File: src/rtl/rxs_pkg.sv
package rxs_pkg;

	// ==========================================================
	// Sizes
	localparam int unsigned DATA_W   = 32;
	localparam int unsigned ADDR_W   = 5;
	localparam int unsigned NPORTS   = 4;
	localparam int unsigned PIDX_W   = 2;
	localparam int unsigned LEVEL_W  = 8;
	localparam int unsigned SYNC_LEN = 2;

	// ==========================================================
	// Modes
	typedef enum logic [1:0] {
		RXS_UTOPIA_L2,
		RXS_UTOPIA_L3,
		RXS_PACKET_L2,
		RXS_SPI3
	} rxs_bus_mode_e;

	typedef enum logic [1:0] {
		RXS_W8,
		RXS_W16,
		RXS_W32
	} rxs_width_e;

	// ==========================================================
	// Carriers
	typedef struct packed {
		rxs_bus_mode_e            bus_mode;
		rxs_width_e               width;
		logic                     direct_status;
		logic                     parity_en;
		logic                     parity_odd;
		logic [LEVEL_W-1:0]       almost_empty;
	} rxs_cfg_s;

	typedef struct packed {
		logic [LEVEL_W-1:0] level;
		logic               eop_ready;
	} rxs_port_s;

	// ==========================================================
	// Values after reset, drive enables and lane masks
	localparam rxs_cfg_s CFG_RST = '{
		bus_mode:      RXS_UTOPIA_L2,
		width:         RXS_W8,
		direct_status: 1'b0,
		parity_en:     1'b0,
		parity_odd:    1'b0,
		almost_empty:  8'h00
	};
	localparam logic [DATA_W-1:0] OE_ALL_OFF = 32'hffff_ffff;
	localparam logic [DATA_W-1:0] OE_ALL_ON  = 32'h0000_0000;
	localparam logic [DATA_W-1:0] LANES_8    = 32'h0000_00ff;
	localparam logic [DATA_W-1:0] LANES_16   = 32'h0000_ffff;
	localparam logic [DATA_W-1:0] LANES_32   = 32'hffff_ffff;
	localparam logic [DATA_W-1:0] DATA_RST   = 32'h0000_0000;

endpackage : rxs_pkg

File: src/rtl/rxs_sync.sv
`timescale 1ns/1ns
module rxs_sync #(
	parameter int unsigned W = 1
) (
	input  wire logic         CLK,
	input  wire logic         RST,
	input  wire logic [W-1:0] D,
	output logic      [W-1:0] Q
);

	// ==========================================================
	// Two-stage synchroniser, first stage read only by the second
	logic [W-1:0] meta_r;
	logic [W-1:0] meta_nxt;
	logic [W-1:0] q_r;
	logic [W-1:0] q_nxt;

	always_comb begin
		meta_nxt = D;
		q_nxt    = meta_r;
	end

	always_ff @(posedge CLK or posedge RST) begin
		if (RST) begin
			meta_r <= '0;
			q_r    <= '0;
		end else begin
			meta_r <= meta_nxt;
			q_r    <= q_nxt;
		end
	end

	assign Q = q_r;

endmodule : rxs_sync

File: src/rtl/rxs_rx_sys_if.sv
// Behaviour
// - Receive data leaves on a 32-bit bus, changing only at link clock rising edges.
// - In 32-bit width bit 31 is most significant, bit 0 least.
// - Level 2 drives data only while a port is selected and enable is low.
// - Level 3 and SPI-3 style drive all 32 data lines continuously.
// - 16-bit width uses bits 15:0; upper lines tri-stated in level 2.
// - Reset width is 8 bits; bits 31:8 tri-stated in level 2.
// - Global reset tri-states the data bus and the multi-function pin.
// - Parity pin carries data parity when enabled, otherwise held low.
// - Parity updates at link edges and follows the data bus drive conditions.
// - Active-low read enable low requests a transfer; high suppresses it.
// - Direct status mode: multi-function pin is port 0 available flag.
// - Cell modes: flag rises above almost-empty count, falls without a full cell.
// - Packet level 2: flag high above almost-empty or with end of packet.
// - Polled status mode, the reset default, reports the addressed port's availability.
// - SPI-3 style: pin marks start of transfer while in-band address is on data.
`timescale 1ns/1ns
module rxs_rx_sys_if (
	input  wire logic                                          CLK,
	input  wire logic                                          RST,
	input  wire logic                                          RX_SYSTEM_CLOCK,
	input  wire logic                                          RX_READ_EN_N,
	input  wire logic [rxs_pkg::ADDR_W-1:0]                     RX_PORT_ADDR,
	input  wire logic                                          DP_RESET,
	input  wire rxs_pkg::rxs_cfg_s                              CFG,
	input  wire rxs_pkg::rxs_port_s [rxs_pkg::NPORTS-1:0]       PORT_STAT,
	input  wire logic [rxs_pkg::DATA_W-1:0]                     WORD_IN,
	output logic      [rxs_pkg::PIDX_W-1:0]                     PORT_SEL,
	output logic                                               WORD_TAKE,
	output logic      [rxs_pkg::DATA_W-1:0]                     RX_DATA,
	output logic      [rxs_pkg::DATA_W-1:0]                     RX_DATA_OE_N,
	output logic                                               RX_SYS_PARITY,
	output logic                                               RX_SYS_PARITY_OE_N,
	output logic                                               RX_MF_OUT,
	output logic                                               RX_MF_OE_N
);

	// ==========================================================
	// Link side sampling
	logic                         lclk_s;
	logic                         ren_n_s;
	logic [rxs_pkg::ADDR_W-1:0]   addr_s;
	logic                         dpr_s;
	logic                         lclk_d_r;
	logic                         lclk_d_nxt;
	logic                         edge_w;

	rxs_sync #(.W(1)) u_sync_clk (
		.CLK (CLK),
		.RST (RST),
		.D   (RX_SYSTEM_CLOCK),
		.Q   (lclk_s)
	);

	rxs_sync #(.W(rxs_pkg::ADDR_W + 2)) u_sync_ctl (
		.CLK (CLK),
		.RST (RST),
		.D   ({RX_READ_EN_N, DP_RESET, RX_PORT_ADDR}),
		.Q   ({ren_n_s, dpr_s, addr_s})
	);

	always_comb begin
		lclk_d_nxt = lclk_s;
	end

	always_ff @(posedge CLK or posedge RST) begin
		if (RST) begin
			lclk_d_r <= 1'b0;
		end else begin
			lclk_d_r <= lclk_d_nxt;
		end
	end

	assign edge_w = lclk_s & ~lclk_d_r;

	// ==========================================================
	// Configuration decode
	logic level3_w;
	logic spi3_w;
	logic packet_w;
	logic [rxs_pkg::DATA_W-1:0] lanes_w;

	always_comb begin
		spi3_w   = (CFG.bus_mode == rxs_pkg::RXS_SPI3);
		level3_w = (CFG.bus_mode == rxs_pkg::RXS_UTOPIA_L3) | spi3_w;
		packet_w = (CFG.bus_mode == rxs_pkg::RXS_PACKET_L2);
		case (CFG.width)
			rxs_pkg::RXS_W16: lanes_w = rxs_pkg::LANES_16;
			rxs_pkg::RXS_W32: lanes_w = rxs_pkg::LANES_32;
			default:          lanes_w = rxs_pkg::LANES_8;
		endcase
	end

	// ==========================================================
	// Per-port available flags
	logic [rxs_pkg::NPORTS-1:0] avail_r;
	logic [rxs_pkg::NPORTS-1:0] avail_nxt;

	genvar gp;
	generate
		for (gp = 0; gp < rxs_pkg::NPORTS; gp++) begin : g_avail
			logic above_w;
			logic empty_w;
			assign above_w = PORT_STAT[gp].level > CFG.almost_empty;
			assign empty_w = PORT_STAT[gp].level == '0;
			assign avail_nxt[gp] = !edge_w ? avail_r[gp] :
				packet_w ? (above_w | PORT_STAT[gp].eop_ready) :
				above_w ? 1'b1 : (empty_w ? 1'b0 : avail_r[gp]);
		end
	endgenerate

	always_ff @(posedge CLK or posedge RST) begin
		if (RST) begin
			avail_r <= '0;
		end else begin
			avail_r <= avail_nxt;
		end
	end

	// ==========================================================
	// Transfer path
	logic [rxs_pkg::PIDX_W-1:0]   sel_r;
	logic [rxs_pkg::PIDX_W-1:0]   sel_nxt;
	logic                         sel_ok_r;
	logic                         sel_ok_nxt;
	logic [rxs_pkg::DATA_W-1:0]   data_r;
	logic [rxs_pkg::DATA_W-1:0]   data_nxt;
	logic [rxs_pkg::DATA_W-1:0]   oe_n_r;
	logic [rxs_pkg::DATA_W-1:0]   oe_n_nxt;
	logic                         par_r;
	logic                         par_nxt;
	logic                         par_oe_n_r;
	logic                         par_oe_n_nxt;
	logic                         mf_r;
	logic                         mf_nxt;
	logic                         mf_oe_n_r;
	logic                         mf_oe_n_nxt;
	logic                         take_r;
	logic                         take_nxt;
	logic                         addr_ok_w;
	logic [rxs_pkg::PIDX_W-1:0]   pick_w;
	logic                         any_w;

	assign addr_ok_w = addr_s < rxs_pkg::ADDR_W'(rxs_pkg::NPORTS);

	always_comb begin
		pick_w = '0;
		any_w  = 1'b0;
		for (int i = rxs_pkg::NPORTS - 1; i >= 0; i--) begin
			if (avail_r[i]) begin
				pick_w = rxs_pkg::PIDX_W'(i);
				any_w  = 1'b1;
			end
		end
	end

	// Outside SPI-3 style, enable high only moves the selection; enable low moves a word from it
	always_comb begin
		sel_nxt      = sel_r;
		sel_ok_nxt   = sel_ok_r;
		data_nxt     = data_r;
		oe_n_nxt     = oe_n_r;
		par_nxt      = par_r;
		par_oe_n_nxt = par_oe_n_r;
		mf_nxt       = mf_r;
		mf_oe_n_nxt  = mf_oe_n_r;
		take_nxt     = 1'b0;
		if (edge_w) begin
			mf_nxt = 1'b0;
			if (spi3_w) begin
				sel_ok_nxt = 1'b1;
				if (!ren_n_s) begin
					// A newly selected port costs one transfer slot for its in-band address
					if (any_w && (pick_w != sel_r || !sel_ok_r)) begin
						sel_nxt  = pick_w;
						data_nxt = rxs_pkg::DATA_W'(pick_w);
						mf_nxt   = 1'b1;
					end else begin
						data_nxt = WORD_IN & lanes_w;
						take_nxt = 1'b1;
					end
				end
				mf_oe_n_nxt = 1'b0;
			end else begin
				if (ren_n_s) begin
					sel_nxt    = addr_s[rxs_pkg::PIDX_W-1:0];
					sel_ok_nxt = addr_ok_w;
				end else if (sel_ok_r && !dpr_s) begin
					data_nxt = WORD_IN & lanes_w;
					take_nxt = 1'b1;
				end
				// Flags use this edge's fill, so the pin is not a link cycle late
				if (CFG.direct_status) begin
					mf_nxt      = avail_nxt[0];
					mf_oe_n_nxt = 1'b0;
				end else begin
					mf_nxt      = addr_ok_w & avail_nxt[addr_s[rxs_pkg::PIDX_W-1:0]];
					mf_oe_n_nxt = !(level3_w | (addr_ok_w & !dpr_s));
				end
			end
			// Level 3 keeps driving through data-path reset
			if (level3_w) begin
				oe_n_nxt = rxs_pkg::OE_ALL_ON;
			end else if (!ren_n_s && sel_ok_r && !dpr_s) begin
				oe_n_nxt = ~lanes_w;
			end else begin
				oe_n_nxt = rxs_pkg::OE_ALL_OFF;
			end
			par_nxt      = CFG.parity_en & ((^(data_nxt & lanes_w)) ^ CFG.parity_odd);
			par_oe_n_nxt = level3_w ? 1'b0 : (&oe_n_nxt);
		end
	end

	always_ff @(posedge CLK or posedge RST) begin
		if (RST) begin
			sel_r      <= '0;
			sel_ok_r   <= 1'b0;
			data_r     <= rxs_pkg::DATA_RST;
			oe_n_r     <= rxs_pkg::OE_ALL_OFF;
			par_r      <= 1'b0;
			par_oe_n_r <= 1'b1;
			mf_r       <= 1'b0;
			mf_oe_n_r  <= 1'b1;
			take_r     <= 1'b0;
		end else begin
			sel_r      <= sel_nxt;
			sel_ok_r   <= sel_ok_nxt;
			data_r     <= data_nxt;
			oe_n_r     <= oe_n_nxt;
			par_r      <= par_nxt;
			par_oe_n_r <= par_oe_n_nxt;
			mf_r       <= mf_nxt;
			mf_oe_n_r  <= mf_oe_n_nxt;
			take_r     <= take_nxt;
		end
	end

	assign PORT_SEL           = sel_r;
	assign WORD_TAKE          = take_r;
	assign RX_DATA            = data_r;
	assign RX_DATA_OE_N       = oe_n_r;
	assign RX_SYS_PARITY      = par_r;
	assign RX_SYS_PARITY_OE_N = par_oe_n_r;
	assign RX_MF_OUT          = mf_r;
	assign RX_MF_OE_N         = mf_oe_n_r;

	// ==========================================================
	// Checks
	// Antecedents use the detect cycle, consequents the cycle the registers load; take_enable_a and sx_address_a check outputs in their load cycle
	data_stable_a: assert property (@(posedge CLK) disable iff (RST)
		!edge_w |=> $stable(RX_DATA))
		else $error("data changed without a link edge");

	l3_drive_a: assert property (@(posedge CLK) disable iff (RST)
		edge_w && level3_w |=> RX_DATA_OE_N == rxs_pkg::OE_ALL_ON)
		else $error("level 3 data bus not driven");

	l2_idle_tri_a: assert property (@(posedge CLK) disable iff (RST)
		edge_w && !level3_w && ren_n_s |=> RX_DATA_OE_N == rxs_pkg::OE_ALL_OFF)
		else $error("level 2 bus driven with enable high");

	narrow_upper_a: assert property (@(posedge CLK) disable iff (RST)
		edge_w && !level3_w && CFG.width == rxs_pkg::RXS_W8 |=> &RX_DATA_OE_N[31:8])
		else $error("upper lanes driven in 8-bit level 2");

	parity_off_a: assert property (@(posedge CLK) disable iff (RST)
		edge_w && !CFG.parity_en |=> !RX_SYS_PARITY)
		else $error("parity not held low when disabled");

	parity_value_a: assert property (@(posedge CLK) disable iff (RST)
		edge_w && CFG.parity_en && CFG.width == rxs_pkg::RXS_W32
		|=> RX_SYS_PARITY == ((^RX_DATA) ^ $past(CFG.parity_odd)))
		else $error("parity does not match data");

	direct_empty_a: assert property (@(posedge CLK) disable iff (RST)
		edge_w && !spi3_w && !packet_w && CFG.direct_status && PORT_STAT[0].level == '0 |=> !RX_MF_OUT)
		else $error("direct flag high with no cell");

	take_enable_a: assert property (@(posedge CLK) disable iff (RST)
		WORD_TAKE |-> $past(ren_n_s) == 1'b0 && $past(edge_w))
		else $error("word taken without enable low at an edge");

	sx_address_a: assert property (@(posedge CLK) disable iff (RST)
		spi3_w && RX_MF_OUT |-> RX_DATA == rxs_pkg::DATA_W'(PORT_SEL) && !WORD_TAKE)
		else $error("start of transfer without address on data");

	cell_low_a: assert property (@(posedge CLK) disable iff (RST)
		edge_w && !packet_w && PORT_STAT[0].level == '0 |=> !avail_r[0])
		else $error("available flag high with no cell");

	c_l2_take_c: cover property (@(posedge CLK) disable iff (RST) WORD_TAKE && !level3_w);
	c_spi3_sx_c: cover property (@(posedge CLK) disable iff (RST) RX_MF_OUT && spi3_w);
	c_polled_c: cover property (@(posedge CLK) disable iff (RST)
		RX_MF_OUT && !CFG.direct_status && !spi3_w);
	c_direct_c: cover property (@(posedge CLK) disable iff (RST)
		RX_MF_OUT && CFG.direct_status && !spi3_w);
	c_refused_c: cover property (@(posedge CLK) disable iff (RST)
		edge_w && !ren_n_s && dpr_s && !level3_w);

endmodule : rxs_rx_sys_if

File: config.mk
export PLATFORM = sky130hd
export DESIGN_NAME = rxs_rx_sys_if
export DESIGN_NICKNAME = d
export VERILOG_FILES = /design/src/rtl/rxs_pkg.sv /design/src/rtl/rxs_sync.sv /design/src/rtl/rxs_rx_sys_if.sv
export SDC_FILE = /design/constraint.sdc
export NUM_CORES = 1
export LEC_CHECK = 0
export ABC_CLOCK_PERIOD_IN_PS = 2700
export BUFFER_PORTS_ARGS = -buffer_cell sky130_fd_sc_hd__buf_4
export CORE_ASPECT_RATIO = 0.7
export CORE_MARGIN = 4
export CORE_UTILIZATION = 47
export CTS_CLUSTER_DIAMETER = 80
export DETAILED_ROUTE_END_ITERATION = 8
export PLACE_DENSITY = 0.78
export SLEW_MARGIN = 5
export SYNTH_ARGS = -nofsm -noshare
export SYNTH_HDL_FRONTEND = slang
export SYNTH_SLANG_ARGS = --single-unit
File: constraint.sdc
create_clock -name CLK -period 2.7 [get_ports CLK]
set_input_delay 0 -clock CLK [delete_from_list [all_inputs] [get_ports CLK]]
set_output_delay 0 -clock CLK [all_outputs]
set_load 0.01 [all_outputs]
==> results.cfg <==
[place]
place_congestion = 0.892
io_buffers = 163
dp_hpwl_mm = 11.7
dp.cells = 798

[clocking]
clk_pin_slew_ps = 60
clock-root-buffer = clkbuf_16
clk_latency_ps = 340
cts_tree = built
h-tree-depth = 3
clockBufferDepth = 2
cts-buffers-inserted = 9
clock_sink_count = 64

[power_and_ir_drop]
p_leak_nw = 3.37
ir_drop_mv = 0.479
p_seq_share_pct = 29.9
power_switching_mw = 1.43
combPwrFrac_pct = 40.1
power_density_nw_per_um2 = 613
p_int_mw = 2.87
p_sw_share_pct = 33.3
p_clk_share_pct = 29.9

[synthesis]
yosys_warnings = 0
synth_compound_area_share_pct = 27.9
syn-num-nets = 648
synth_mux_area_share_pct = 1.06
synth_area_leaders = dfrtp_1 31%, ha_1 8.6%, a22o_1 5.5%, buf_4 5.0%, a21oi_1 4.7%
yosysTopAreaCellShare_pct = 30.6
synth.most_common_cell = dfrtp_1
syn_inst = 522
synth_flop_cell = dfrtp_1
synth-simple-area-share_pct = 16.4
synth_edf_count = 0
synth_cell_types = 69
synth-seq-cells = 64
syn_area_per_cell_um2 = 9.23
synth_xor_area_share_pct = 4.39
synth_top_family_by_area = compound AO/OA/AOI/OAI gates
syn-cell-area_um2 = 4820
synth_top_area_cell = dfrtp_1
synthAdderAreaFrac_pct = 8.57
ys_top_cells_by_count = 59 x dfrtp_1, 45 x a21oi_1, 33 x ha_1
synthArstFlopShare_pct = 100
synth_seq_area_share_pct = 33.4

[global_route]
grt_pass1_wl_mm = 25.2
grt_pass1_vias = 5311
grt_use_total_pct = 26.1
antenna_found_initial = 0
globalRouteOverflowTotal = 0
grt_max_degree = 47

[finish]
num-nets-final = 860
area_growth_pct = 45.6
final_util_pct = 71.4
final_cells = 867
final_layout_size_suffix_gt1_share_pct = 33.0
antenna_cells = 0

[critical_path]
reg2reg_depth = 12
r2r_start = avail_r[1]
cp_data_arrival_time_ps = 3160
r2r_end = RX_SYS_PARITY
crit_start = avail_r[1]
ff2ff_setup_slack_ps = -200
cp_data_required_time_ps = 2960
cp-start-kind = flop
criticalPathCategory = flop to flop
critPathCaptureType = flop
path_max_fanout = 9

[sta]
skew_ps = 5.43
hold_viol_final = 0
max_freq_ghz = 0.345
finalSetupViolCount = 1
maxSlewViolCount = 0
finalCriticalPeriod_ps = 2900
rsz0062_at_grt = yes
relSlewSlack_pct = 35.3
tns_ps = -196
worst_pin_slew_ps = 962
fin_ws_ps = -196
fin_crit_sh_pct = 107

[drt]
avgRoutedWirePerCell_um = 18.3
drt_pass1_iterations = 6
route.detailed.drc = 0
drt_iter0_drc = 425
final_antenna_net_count = 0
vias = 5135
wl_mm = 15.9
viasPerCell = 5.92

[worst_hold_path]
holdCritPathClass = primary input to flop
hold_path_startpoint = CFG[13]
holdPathStages = 3
min_to = RX_DATA_OE_N[15]

[die]
start_util_pct = 49.0
die_y_um = 92.7
dieArea_um2 = 12000
coreArea_um2 = 9830
rows = 30
pin_count = 164
dieWidth_um = 129

[outcome]
status = finished, violations left
violations = negative setup slack

[flow_run]
maxCapViolCount = 0
[power by group through the flow]
stage	logic (mW)	clock network [mW]	registers (mW)
CTS	1.69	1.30	1.28
global placement	1.53	0	1.28
global route	1.86	1.34	1.31
finish	1.73	1.29	1.29
detailed placement	1.59	0	1.30
floorplan	0.965	0	1.31
[layout by cell type (no fill, tap or decap), drive strengths merged, types with 9 or more instances in the layout]
cell type / count
buf: 203
dlygate4sd3: 44
nand2: 32
nor4: 9
o21ai: 26
a21oi: 45
clkbuf: 9
a21o: 16
nand2b: 16
nand3: 13
dfrtp: 59
nor3b: 18
nor3: 12
nor2: 20
ha: 33
a22o: 30
xnor2: 13
inv: 25
[flip-flops by register name, summed over array words and instances (netlist names), 2 cells and up]
register / cells
PORT_SEL: 2
RX_DATA: 32
RX_DATA_OE_N: 3
avail_r: 4
u_sync_ctl.Q: 7
u_sync_ctl.meta_r: 7
[worst max path at each step]
| stage | to |
|---|---|
| after floorplan | RX_SYS_PARITY |
| after global placement | RX_SYS_PARITY |
| after detailed placement | RX_SYS_PARITY |
| after CTS | RX_SYS_PARITY |
| after global routing | RX_SYS_PARITY |
| final | RX_SYS_PARITY |
[cells by family after synthesis]
group	Yosys count
AO/OA/AOI/OAI	186
AND/OR/NAND/NOR	144
buffers and inverters	69
flip-flops	64
adder cells (fa/ha/maj)	33
XOR/XNOR	21
multiplexers	5
[cell type report]
class                           instances  area (um^2)
Clock buffer                            9          225
Fill cell                             711         2820
Sequential cell                        64         1610
Multi-Input combinational cell        389         2860
Inverter                               23         86.3
Clock inverter                          7          104
Tap cell                              128          160
Timing Repair Buffer                  247         1980
[what timing repair did]
item / CTS / global route
buffers inserted: 9 / 0
pin swaps: 12 / 1
hold buffers: 44 / 0
setup endpoints to repair: 1 / 1
hold endpoints to repair: 60 / 0
cloned: 0 / 0
resized for setup: 8 / 4
[layer usage]
metal	up-vias	wire [um]	track usage (%)
met4	0	394	9.00
met2	272	7690	43.7
met3	40	1440	7.09
met1	2474	6380	32.2
met5	-	0	0
li1	2349	-	-
[through the flow]
step | cell area (um^2) | worst slack (ps) | hold slack [ps] | power, mW
floorplan | 4830 | -16.6 | 31.4 | 2.28
global route | 7020 | -332 | 28.3 | 4.52
finish | 7020 | -196 | 13.6 | 4.30
CTS | 7000 | -149 | 0.735 | 4.28
global placement | 6140 | -136 | 1.44 | 2.82
detailed placement | 6140 | -283 | 13.0 | 2.88
[critical path: stages, from the launching register on]
cell      delay [ps]
dfrtp_1          410
buf_4            150
and4b_1          200
a211oi_4         220
o211ai_4         150
buf_4            200
a311o_1          360
a221oi_2         350
a41oi_2           90
o211a_1          150
nor3_1           160
xnor3_1          240
o21ai_1          130
No activity file was read; power rests on OpenSTA's default activity.
